`config.mk`:
```
export PLATFORM = sky130hd
export DESIGN_NAME = aps_aux_pin
export DESIGN_NICKNAME = d
export VERILOG_FILES = /design/src/aps_pkg.sv /design/src/aps_aux_pin.sv /design/src/aps_flow_freq.sv
export SDC_FILE = /design/constraint.sdc
export NUM_CORES = 1
export LEC_CHECK = 0
export ABC_AREA = 1
export BUFFER_PORTS_ARGS = -buffer_cell sky130_fd_sc_hd__buf_2
export CORE_MARGIN = 8
export CORE_UTILIZATION = 34
export CTS_BUF_LIST = sky130_fd_sc_hd__clkbuf_8
export DETAILED_ROUTE_END_ITERATION = 8
export GPL_TIMING_DRIVEN = 0
export PLACE_DENSITY = 0.78
export SYNTH_ARGS = -nofsm -noshare
export SYNTH_HDL_FRONTEND = slang
export SYNTH_SLANG_ARGS = --single-unit
```
`constraint.sdc`:
```
create_clock -name aclk -period 1.1 [get_ports aclk]
set_input_delay 0.11 -clock aclk [delete_from_list [all_inputs] [get_ports aclk]]
set_output_delay 0.11 -clock aclk [all_outputs]
set_load 0.01 [all_outputs]
```
`src/aps_pkg.sv`:
```
// constants, option codes and register map of the auxiliary pin function block
package aps_pkg;

    // ==========================================================
    // build-time pin functions
    typedef enum logic [3:0] {
        disabled_option = 4'h0,
        minmax_alarm_output_option = 4'h1,
        counter_alarm_output_option = 4'h2,
        setpoint_shutoff_output_option = 4'h3,
        remote_switch_output_option = 4'h4,
        flow_frequency_output_option = 4'h5,
        batch_pulse_output_option = 4'h6,
        valve_close_input_option = 4'h7
    } aps_option_t;

    // ==========================================================
    // control mode values
    localparam logic [3:0] MODE_BUS_SETPOINT = 4'h0;
    localparam logic [3:0] MODE_ANALOG_SETPOINT = 4'h1;
    localparam logic [3:0] MODE_VALVE_CLOSED = 4'h3;

    // ==========================================================
    // timing
    localparam int CLK_HZ = 20_000_000;
    localparam int PULSE_LEN_MS = 1000;
    localparam int PULSE_CYCLES = CLK_HZ / 1000 * PULSE_LEN_MS;
    localparam int FREQ_FULL_HZ = 10000;

    // ==========================================================
    // setpoint and flow scaling
    localparam int SETPOINT_W = 16;
    localparam int FLOW_W = 16;
    localparam logic [15:0] SETPOINT_FULL_SCALE = 16'h7D00;
    localparam logic [15:0] FLOW_FULL_SCALE = 16'h7D00;
    localparam int SHUTOFF_PERMILLE = 19;
    localparam logic [15:0] SHUTOFF_THRESHOLD =
        16'((int'(SETPOINT_FULL_SCALE) * SHUTOFF_PERMILLE + 999) / 1000);
    localparam int NCO_W = 40;
    localparam int NCO_STEP_W = 16;
    localparam longint NCO_STEP_L =
        (longint'(FREQ_FULL_HZ) << NCO_W) / (longint'(CLK_HZ) * longint'(FLOW_FULL_SCALE));
    localparam logic [15:0] NCO_STEP = 16'(NCO_STEP_L);

    // ==========================================================
    // register map
    localparam int ADDR_W = 8;
    localparam logic [7:0] REG_SWITCH = 8'h00;
    localparam logic [7:0] REG_STATUS = 8'h04;
    localparam logic [7:0] REG_IRQ_STATUS = 8'h08;
    localparam logic [7:0] REG_IRQ_MASK = 8'h0C;
    localparam logic [7:0] REG_CONFIG = 8'h10;

    localparam int SWITCH_ON_BIT = 0;
    localparam int STATUS_DRIVE_BIT = 0;
    localparam int STATUS_LEVEL_BIT = 1;
    localparam int STATUS_SAFE_BIT = 2;
    localparam int STATUS_MODE_LSB = 4;
    localparam int CONFIG_ANALOG_BIT = 4;

    localparam int IRQ_W = 3;
    localparam int IRQ_BATCH = 0;
    localparam int IRQ_CLOSE_ON = 1;
    localparam int IRQ_CLOSE_OFF = 2;

    localparam logic SWITCH_RESET = 1'b0;
    localparam logic [2:0] IRQ_MASK_RESET = 3'h0;

    localparam logic [1:0] RESP_OKAY = 2'h0;
    localparam logic [1:0] RESP_SLVERR = 2'h2;

endpackage

```
`src/aps_aux_pin.sv`:
```
// auxiliary pin function block with register slave and interrupt
//
// Decided for this implementation: the placing of the registers and the AXI4-Lite slave port.
`timescale 1ns/1ps
module aps_aux_pin
    import aps_pkg::*;
#(
    parameter aps_option_t OPTION = disabled_option,
    parameter bit ANALOG_CONTROL = 1'b0,
    parameter int PULSE_LEN = PULSE_CYCLES
) (
    input wire logic aclk,
    input wire logic aresetn,
    input wire logic [7:0] s_axi_awaddr,
    input wire logic [2:0] s_axi_awprot,
    input wire logic s_axi_awvalid,
    output logic s_axi_awready,
    input wire logic [31:0] s_axi_wdata,
    input wire logic [3:0] s_axi_wstrb,
    input wire logic s_axi_wvalid,
    output logic s_axi_wready,
    output logic [1:0] s_axi_bresp,
    output logic s_axi_bvalid,
    input wire logic s_axi_bready,
    input wire logic [7:0] s_axi_araddr,
    input wire logic [2:0] s_axi_arprot,
    input wire logic s_axi_arvalid,
    output logic s_axi_arready,
    output logic [31:0] s_axi_rdata,
    output logic [1:0] s_axi_rresp,
    output logic s_axi_rvalid,
    input wire logic s_axi_rready,
    input wire logic minmax_alarm,
    input wire logic counter_alarm,
    input wire logic [15:0] setpoint,
    input wire logic [15:0] measured_flow,
    input wire logic unit_passed,
    input wire logic valve_safe,
    input wire logic pin_i,
    output logic pin_o,
    output logic pin_oe,
    output logic [3:0] control_mode,
    output logic irq
);

    // ==========================================================
    // elaboration checks
    generate
        if (PULSE_LEN < 2) begin : g_bad_pulse
            $error("aps_aux_pin: PULSE_LEN must be at least 2");
        end
        if (OPTION > valve_close_input_option) begin : g_bad_option
            $error("aps_aux_pin: unknown pin option");
        end
    endgenerate

    localparam logic [3:0] DEFAULT_MODE =
        ANALOG_CONTROL ? MODE_ANALOG_SETPOINT : MODE_BUS_SETPOINT;
    localparam logic [31:0] PULSE_LOAD = 32'(PULSE_LEN - 1);

    typedef enum logic [1:0] {
        ps_idle = 2'b01,
        ps_pulse = 2'b10
    } aps_pulse_t;

    typedef struct packed {
        logic switch_on;
        logic [IRQ_W-1:0] irq_status;
        logic [IRQ_W-1:0] irq_mask;
        logic [1:0] pin_sync;
        logic pin_low_prev;
        aps_pulse_t pulse_state;
        logic [31:0] pulse_cnt;
        logic pin_drive;
        logic [3:0] ctrl_mode;
        logic aw_got;
        logic [7:0] aw_addr;
        logic w_got;
        logic [31:0] w_data;
        logic [3:0] w_strb;
        logic bvalid;
        logic [1:0] bresp;
        logic rvalid;
        logic [31:0] rdata;
        logic [1:0] rresp;
    } aps_state_t;

    aps_state_t state_reg;
    aps_state_t state_next;
    logic wave;
    logic pin_low;
    logic [IRQ_W-1:0] events;
    logic [IRQ_W-1:0] irq_clear;

    // ==========================================================
    // decoding
    function automatic logic addr_mapped(input logic [7:0] addr);
        return addr == REG_SWITCH || addr == REG_STATUS || addr == REG_IRQ_STATUS ||
               addr == REG_IRQ_MASK || addr == REG_CONFIG;
    endfunction

    function automatic logic [31:0] read_word(input logic [7:0] addr, input aps_state_t s);
        logic [31:0] w;
        w = 32'h0000_0000;
        unique case (addr)
            REG_SWITCH: w[SWITCH_ON_BIT] = s.switch_on;
            REG_STATUS: begin
                w[STATUS_DRIVE_BIT] = s.pin_drive;
                w[STATUS_LEVEL_BIT] = s.pin_sync[1];
                w[STATUS_SAFE_BIT] = valve_safe;
                w[STATUS_MODE_LSB +: 4] = s.ctrl_mode;
            end
            REG_IRQ_STATUS: w[IRQ_W-1:0] = s.irq_status;
            REG_IRQ_MASK: w[IRQ_W-1:0] = s.irq_mask;
            REG_CONFIG: begin
                w[3:0] = OPTION;
                w[CONFIG_ANALOG_BIT] = ANALOG_CONTROL;
            end
            default: w = 32'h0000_0000;
        endcase
        return w;
    endfunction

    // ==========================================================
    // frequency output
    aps_flow_freq #(
        .FW(FLOW_W),
        .AW(NCO_W),
        .FULL_SCALE(FLOW_FULL_SCALE),
        .STEP(NCO_STEP)
    ) u_freq (
        .aclk(aclk),
        .aresetn(aresetn),
        .enable(OPTION == flow_frequency_output_option),
        .flow(measured_flow),
        .wave(wave)
    );

    // ==========================================================
    // next state
    assign pin_low = !state_reg.pin_sync[1];

    always_comb begin
        state_next = state_reg;
        events = '0;
        irq_clear = '0;

        // pin input synchroniser
        state_next.pin_sync = {state_reg.pin_sync[0], pin_i};
        state_next.pin_low_prev = pin_low;

        // batch pulse timer
        unique case (state_reg.pulse_state)
            ps_idle: begin
                if (OPTION == batch_pulse_output_option && unit_passed) begin
                    state_next.pulse_state = ps_pulse;
                    state_next.pulse_cnt = PULSE_LOAD;
                end
            end
            ps_pulse: begin
                if (unit_passed) begin
                    state_next.pulse_cnt = PULSE_LOAD;
                end else if (state_reg.pulse_cnt == 32'h0000_0000) begin
                    state_next.pulse_state = ps_idle;
                end else begin
                    state_next.pulse_cnt = state_reg.pulse_cnt - 32'h0000_0001;
                end
            end
            default: state_next.pulse_state = ps_idle;
        endcase
        if (OPTION == batch_pulse_output_option && unit_passed) begin
            events[IRQ_BATCH] = 1'b1;
        end

        // pin drive, active low open drain
        unique case (OPTION)
            disabled_option: state_next.pin_drive = 1'b1;
            minmax_alarm_output_option: state_next.pin_drive = minmax_alarm;
            counter_alarm_output_option: state_next.pin_drive = counter_alarm;
            setpoint_shutoff_output_option: begin
                // valve safe state deliberately plays no part here
                if (ANALOG_CONTROL) begin
                    state_next.pin_drive = setpoint >= SHUTOFF_THRESHOLD;
                end else begin
                    state_next.pin_drive = setpoint != 16'h0000;
                end
            end
            remote_switch_output_option:
                state_next.pin_drive = state_reg.switch_on && !valve_safe;
            flow_frequency_output_option: state_next.pin_drive = wave;
            batch_pulse_output_option:
                state_next.pin_drive = state_reg.pulse_state == ps_pulse;
            valve_close_input_option: state_next.pin_drive = 1'b0;
            default: state_next.pin_drive = 1'b0;
        endcase

        // control mode
        if (OPTION == valve_close_input_option && pin_low) begin
            state_next.ctrl_mode = MODE_VALVE_CLOSED;
        end else begin
            state_next.ctrl_mode = DEFAULT_MODE;
        end
        if (OPTION == valve_close_input_option) begin
            events[IRQ_CLOSE_ON] = pin_low && !state_reg.pin_low_prev;
            events[IRQ_CLOSE_OFF] = !pin_low && state_reg.pin_low_prev;
        end

        // write address and data, taken in either order
        if (s_axi_awvalid && s_axi_awready) begin
            state_next.aw_got = 1'b1;
            state_next.aw_addr = s_axi_awaddr;
        end
        if (s_axi_wvalid && s_axi_wready) begin
            state_next.w_got = 1'b1;
            state_next.w_data = s_axi_wdata;
            state_next.w_strb = s_axi_wstrb;
        end
        if (state_reg.aw_got && state_reg.w_got && !state_reg.bvalid) begin
            state_next.aw_got = 1'b0;
            state_next.w_got = 1'b0;
            state_next.bvalid = 1'b1;
            state_next.bresp = addr_mapped(state_reg.aw_addr) ? RESP_OKAY : RESP_SLVERR;
            if (state_reg.w_strb[0]) begin
                if (state_reg.aw_addr == REG_SWITCH) begin
                    state_next.switch_on = state_reg.w_data[SWITCH_ON_BIT];
                end
                if (state_reg.aw_addr == REG_IRQ_MASK) begin
                    state_next.irq_mask = state_reg.w_data[IRQ_W-1:0];
                end
            end
        end else if (state_reg.bvalid && s_axi_bready) begin
            state_next.bvalid = 1'b0;
        end

        // read, status cleared by reading it
        if (s_axi_arvalid && s_axi_arready) begin
            state_next.rvalid = 1'b1;
            state_next.rdata = read_word(s_axi_araddr, state_reg);
            state_next.rresp = addr_mapped(s_axi_araddr) ? RESP_OKAY : RESP_SLVERR;
            if (s_axi_araddr == REG_IRQ_STATUS) begin
                irq_clear = state_reg.irq_status;
            end
        end else if (state_reg.rvalid && s_axi_rready) begin
            state_next.rvalid = 1'b0;
        end

        // a new event wins over a clear in the same cycle
        state_next.irq_status = (state_reg.irq_status & ~irq_clear) | events;
    end

    always_ff @(posedge aclk) begin
        if (!aresetn) begin
            state_reg <= '0;
            state_reg.switch_on <= SWITCH_RESET;
            state_reg.irq_mask <= IRQ_MASK_RESET;
            state_reg.pin_sync <= 2'h3;
            state_reg.pulse_state <= ps_idle;
            state_reg.ctrl_mode <= DEFAULT_MODE;
            state_reg.pin_drive <= OPTION == disabled_option;
        end else begin
            state_reg <= state_next;
        end
    end

    // ==========================================================
    // outputs
    assign s_axi_awready = !state_reg.aw_got && !state_reg.bvalid;
    assign s_axi_wready = !state_reg.w_got && !state_reg.bvalid;
    assign s_axi_bvalid = state_reg.bvalid;
    assign s_axi_bresp = state_reg.bresp;
    assign s_axi_arready = !state_reg.rvalid;
    assign s_axi_rvalid = state_reg.rvalid;
    assign s_axi_rdata = state_reg.rdata;
    assign s_axi_rresp = state_reg.rresp;
    assign pin_o = 1'b0;
    assign pin_oe = state_reg.pin_drive;
    assign control_mode = state_reg.ctrl_mode;
    assign irq = |(state_reg.irq_status & state_reg.irq_mask);

    // ==========================================================
    // checks
    disabled_pin_low_a: assert property (
        @(posedge aclk) disable iff (!aresetn)
        (OPTION == disabled_option) |-> pin_oe && !pin_o)
        else $error("disabled pin not held low");

    minmax_follow_a: assert property (
        @(posedge aclk) disable iff (!aresetn)
        (OPTION == minmax_alarm_output_option) |=> pin_oe == $past(minmax_alarm))
        else $error("pin does not follow min/max alarm");

    counter_follow_a: assert property (
        @(posedge aclk) disable iff (!aresetn)
        (OPTION == counter_alarm_output_option) |=> pin_oe == $past(counter_alarm))
        else $error("pin does not follow counter alarm");

    shutoff_analog_a: assert property (
        @(posedge aclk) disable iff (!aresetn)
        (OPTION == setpoint_shutoff_output_option && ANALOG_CONTROL)
        |=> pin_oe == ($past(setpoint) >= SHUTOFF_THRESHOLD))
        else $error("analog shut-off threshold wrong");

    shutoff_digital_a: assert property (
        @(posedge aclk) disable iff (!aresetn)
        (OPTION == setpoint_shutoff_output_option && !ANALOG_CONTROL)
        |=> pin_oe == ($past(setpoint) != 16'h0000))
        else $error("digital shut-off threshold wrong");

    shutoff_safe_a: assert property (
        @(posedge aclk) disable iff (!aresetn)
        (OPTION == setpoint_shutoff_output_option && valve_safe && setpoint >= SHUTOFF_THRESHOLD)
        |=> pin_oe)
        else $error("valve safe state changed shut-off pin");

    switch_on_a: assert property (
        @(posedge aclk) disable iff (!aresetn)
        (OPTION == remote_switch_output_option && state_reg.switch_on && !valve_safe)
        |=> pin_oe)
        else $error("remote switch not driving pin");

    switch_safe_a: assert property (
        @(posedge aclk) disable iff (!aresetn)
        (OPTION == remote_switch_output_option && (valve_safe || !state_reg.switch_on))
        |=> !pin_oe)
        else $error("remote switch pin not released");

    batch_pulse_a: assert property (
        @(posedge aclk) disable iff (!aresetn)
        (OPTION == batch_pulse_output_option && unit_passed) |=> ##1 pin_oe[*2])
        else $error("batch pulse not started");

    close_mode_a: assert property (
        @(posedge aclk) disable iff (!aresetn)
        (OPTION == valve_close_input_option && pin_low) |=> control_mode == MODE_VALVE_CLOSED)
        else $error("valve close mode not entered");

    default_mode_a: assert property (
        @(posedge aclk) disable iff (!aresetn)
        (OPTION != valve_close_input_option || !pin_low) |=> control_mode == DEFAULT_MODE)
        else $error("default control mode wrong");

    irq_set_wins_a: assert property (
        @(posedge aclk) disable iff (!aresetn)
        (events != '0) |=> (state_reg.irq_status & $past(events)) == $past(events))
        else $error("interrupt event lost");

    write_resp_a: assert property (
        @(posedge aclk) disable iff (!aresetn)
        (state_reg.aw_got && state_reg.w_got && !state_reg.bvalid) |=> s_axi_bvalid)
        else $error("write response missing");

endmodule

```
`src/aps_flow_freq.sv`:
```
// flow-proportional square wave generator
`timescale 1ns/1ps
module aps_flow_freq
    import aps_pkg::*;
#(
    parameter int FW = FLOW_W,
    parameter int AW = NCO_W,
    parameter logic [15:0] FULL_SCALE = FLOW_FULL_SCALE,
    parameter logic [15:0] STEP = NCO_STEP
) (
    input wire logic aclk,
    input wire logic aresetn,
    input wire logic enable,
    input wire logic [FW-1:0] flow,
    output logic wave
);

    generate
        if (FW > 16 || AW < FW + NCO_STEP_W + 1) begin : g_bad
            $error("aps_flow_freq: unsupported widths");
        end
    endgenerate

    typedef struct packed {
        logic [AW-1:0] acc;
        logic wave;
    } aps_nco_t;

    aps_nco_t state_reg;
    aps_nco_t state_next;
    logic [FW-1:0] flow_clamped;

    always_comb begin
        state_next = state_reg;
        // negative flow reads as zero, excess as full scale
        if (flow[FW-1]) begin
            flow_clamped = '0;
        end else if (flow > FW'(FULL_SCALE)) begin
            flow_clamped = FW'(FULL_SCALE);
        end else begin
            flow_clamped = flow;
        end
        if (enable) begin
            state_next.acc = state_reg.acc + AW'(flow_clamped * STEP);
        end else begin
            state_next.acc = '0;
        end
        state_next.wave = state_next.acc[AW-1];
    end

    always_ff @(posedge aclk) begin
        if (!aresetn) begin
            state_reg <= '0;
        end else begin
            state_reg <= state_next;
        end
    end

    assign wave = state_reg.wave;

endmodule

```
# After elaboration in Yosys (flattened, before gate mapping)

Cells that the tools add are included.

Multiply operators: 0
$lt $le $gt $ge: 0
Divide/modulo/power cells: 0
$add $sub $neg: 0
Shift-type cells: 0
Reductions and logical operators: 29
Equal/unequal tests: 8
Multiplexer cells: 12
Bitwise gates (word level): 4

Operators by type and width:

| cell                                          | count |
|---|---|
| == test 8 x 4 -> 1 bit, second input constant | 4 |
| == test 8 x 3 -> 1 bit, second input constant | 2 |
| == test 8 x 5 -> 1 bit, second input constant | 2 |
| logical NOT 8 bit                             | 2 |
| logical AND 1 bit                             | 9 |
| 2-to-1 mux 3 bit                              | 3 |
| logical OR 1 bit                              | 8 |
| bitwise AND 3 bit                             | 2 |
| one-hot mux 2 bit (3 select lines)            | 1 |
| AND reduction 3 bit                           | 2 |
| 2-to-1 mux 1 bit                              | 5 |
| logical NOT 1 bit                             | 4 |
| 2-to-1 mux 2 bit                              | 2 |
| one-hot mux 1 bit (4 select lines)            | 1 |
| nonzero test 2 bit                            | 2 |
| NOT 3 bit                                     | 1 |
| OR reduction 3 bit                            | 1 |
| OR reduction 2 bit                            | 1 |
| NOT 1 bit                                     | 1 |

Memory bits (writable): 0
Logic and storage cells: 69
Bits in latches: 0
ROM bits: 0
Output and inout bits: 48
Memories kept: 0
Register bits: 73

# Depth between registers and ports, before layout

Depth after elaboration: 6
Depth in mapped cells: 8

# Worst setup path after synthesis

Ideal clock, no wire load.

Kind: reg-to-reg
Start point: register state_reg, in the netlist s_axi_bvalid
End point: register state_reg[78] (netlist bit)
Clock period less this slack: 1.123 ns
Path buffers: 1
Setup slack: -0.023 ns
Data arrival time: 1.003 ns
Stages on the path, launching flop included: 6
Cell sequence: dfxtp_1 > nor2_2 > nand2_1 > buf_4 > o21ai_0 > a21oi_1

Word-level cells in the longest chain between the ends: 3

Ends and longest elaborated chain:

| element                | RTL line           | source |
|---|---|---|
| from (decl)            | aps_aux_pin.sv:88  | `aps_state_t state_reg;` |
| from (signal assigned) | aps_aux_pin.sv:261 | `state_reg <= state_next;` |
| logical NOT 1 bit      | aps_aux_pin.sv:267 | `assign s_axi_awready = !state_reg.aw_got && !state_reg.bvalid;` |
| logical AND 1 bit      | aps_aux_pin.sv:267 |  |
| net s_axi_awready      | aps_aux_pin.sv:17  | `output logic s_axi_awready,` |
| logical AND 1 bit      | aps_aux_pin.sv:209 | `if (s_axi_awvalid && s_axi_awready) begin` |

The timed path passes the listed nets, and every way through them passes these cells.
A chain may end at the register's enable or synchronous reset.

# Final worst setup path

Start point: register state_reg, in the netlist s_axi_bvalid
End point: output port s_axi_wready

Word-level cells in the longest chain between the ends: 2

Ends and longest elaborated chain:

| element           | RTL line           | source |
|---|---|---|
| logical NOT 1 bit | aps_aux_pin.sv:268 | `assign s_axi_wready = !state_reg.w_got && !state_reg.bvalid;` |
| logical AND 1 bit | aps_aux_pin.sv:268 |  |
| to (decl)         | aps_aux_pin.sv:21  | `output logic s_axi_wready,` |

No other way between the ends.

==> impl_metrics.tcl <==
set metrics [dict create \
    slew_violations 0 \
    seq_area_frac_synth 0.367 \
    drt-total-wl_mm 3.67 \
    gp_congestion 0.840 \
    holdBufCountCts 0 \
    status "complete, but fails checks" \
    sw_frac_of_total 0.265 \
    worst_ir_drop_vdd_mv 0.758 \
    cts_tree "yes" \
    drive_above_1_share 0.371 \
    cts-root-buf "clkbuf_8" \
    finalSetupViolCount 4 \
    fp.dieH_um 85.4 \
    synth.distinct_cells 23 \
    syn_to_final_growth_pct 35.7 \
    numPortBuffers 39 \
    largest_register_ffs 22 \
    nFillCells 493 \
    grtUsageTotal 0.103 \
    drc_errors 0 \
    syn-cell-area_mm2 0.00164 \
    antenna_found_initial 0 \
    dp_hpwl_mm 3.04 \
    antenna_left 0 \
    vias_per_cell 4.04 \
    final_util 0.473 \
    skew_ns 0.00194 \
    cts_buffer_depth 2 \
    synth_cells 229 \
    instances_no_fill 372 \
    p_seq_frac 0.429 \
    setup_ws_ns -0.0855 \
    grt-ovfl-total 0 \
    vias 1503 \
    initial_core_util 0.349 \
    synth-seq-cells 30 \
    core_mm2 0.00469 \
    yosysTopAreaCell "dfxtp_1" \
    startpoint_type "register" \
    synth_commonest_cells "43 x buf_4, 35 x nor2_1, 30 x dfxtp_1" \
    finalHoldViolCount 0 \
    cts_buffers 5 \
    required_ns 0.99 \
    firstDrtPassIters 4 \
    post-route-min-period_ns 1.19 \
    clk-insertion-delay-late_ns 0.28 \
    timing.max_cap.violations 0 \
    cp_max_fo 5 \
    placed_area_mm2 0.00203 \
    grt_max_degree 11 \
    timing.final.crit_share 1.08 \
    diodes 0 \
    crit_arrival_ns 1.08 \
    yosysTopAreaCellShare 0.367 \
    p_per_area_mw_per_mm2 1260 \
    p_sw_mw 0.741 \
    finalPower_mw 2.80 \
    post-synth-top-count-cell "buf_4" \
    fmax_mhz 844 \
    final_area_mm2 0.00222 \
    endpoint_kind "primary output" \
    synth-edff-count 0 \
    multiInputGateArea_um2 773 \
    power.internal_mw 2.06 \
    final_nets 419 \
    leakagePower_nw 1.18 \
    die_x_um 85.4 \
    avgSynthCellArea_um2 7.14 \
    routedWlPerCell_um 9.87 \
    whs_ns 0.0181 \
    die-area_mm2 0.00728 \
    rsz0062_at_grt "yes" \
    violations "negative setup slack" \
    path_class "register to primary output" \
    synth_ff_type "dfxtp_1" \
    fin_tns_setup_ns -0.199 \
    io_pins 150 \
    synthTopCellsByArea "dfxtp_1 37%, buf_4 20%, nor2_1 8.0%, nand2_1 6.7%, a21oi_1 4.9%" \
    cts.sinks 30 \
    clk_pin_slew_ns 0.06 \
    hp-class "input port to register" \
    ys_warn_count 0 \
    async_flop_share 0 \
    drtIter0Drc 61 \
    seqCellArea_um2 607 \
    pre_cts_slack_ns -0.0699 \
    dp.cells 357 \
    cts.htree.levels 2 \
    num_rows 25 \
    p_clk_frac 0.366 \
    grt_pass1_vias 1409 \
    grt_pass1_wl_mm 6.10 \
    combPwrFrac 0.205 \
]
## worst paths after layout
| check | start | end | slack [ns] | cells after the start |
|---|---|---|---|---|
| hold / removal | pin_i | state_next[125] | 0.02 | 2 |
| hold reg to reg | state_next[125] | state_reg[125] | 0.42 | 1 |
| setup reg to reg | state_reg[74] | state_reg[127] | -0.04 | 7 |
| setup / recovery | s_axi_bvalid | s_axi_wready | -0.09 | 2 |
## routing by layer
metal  GRT usage  up-vias  wire length (um)
met5           0        -                 0
met4      0.0334        0                33
met3      0.0695        3               533
met2       0.161       71              1540
met1       0.109      607              1570
li1            -      822                 -
## area by class of cell
cell class,count,area share
tap,54,0.0305
multi-input combinational,167,0.349
timing repair buffer,46,0.112
sequential,30,0.274
clock buffer,8,0.0496
inverter,22,0.0372
buffer,45,0.149
## timing repair
action	CTS	global route
endpoints found under the hold margin	0	0
resized for setup	2	10
buffers inserted	3	4
setup endpoints to repair	5	19
pin swaps	1	4
## logic make-up (layout without fill, tap and decap cells)
family / count (synthesis) / count (layout) / share of synthesized area
AND/OR/NAND/NOR: 93 / 93 / 0.259
AO/OA/AOI/OAI: 37 / 37 / 0.116
buffers and inverters: 67 / 121 / 0.252
flip-flops: 30 / 30 / 0.367
other: 2 / 37 / 0.00459
## cells in the final DEF (no fill, tap or decap), drive strengths merged, types with 9 or more instances in the layout
master	Yosys	layout
buf	44	90
nor2	39	39
conb	2	37
nand2	31	31
dfxtp	30	30
inv	22	22
o21ai	19	19
nand3	16	16
a21oi	16	16
clkbuf	1	9
## power by group through the flow
stage	clock network [mW]	registers, mW	logic [mW]
after floorplan	0	1.21	0.394
after global placement	0	1.22	0.510
after detailed placement	0	1.22	0.517
after CTS	1.06	1.20	0.527
after global routing	1.12	1.21	0.651
final	1.02	1.20	0.574
## worst max-delay path: stages, from the launching register on
cell and delay (ns):
dfxtp_4 0.37, nor2_2 0.23, buf_2 0.19
(Power assumes the default switching activity.)
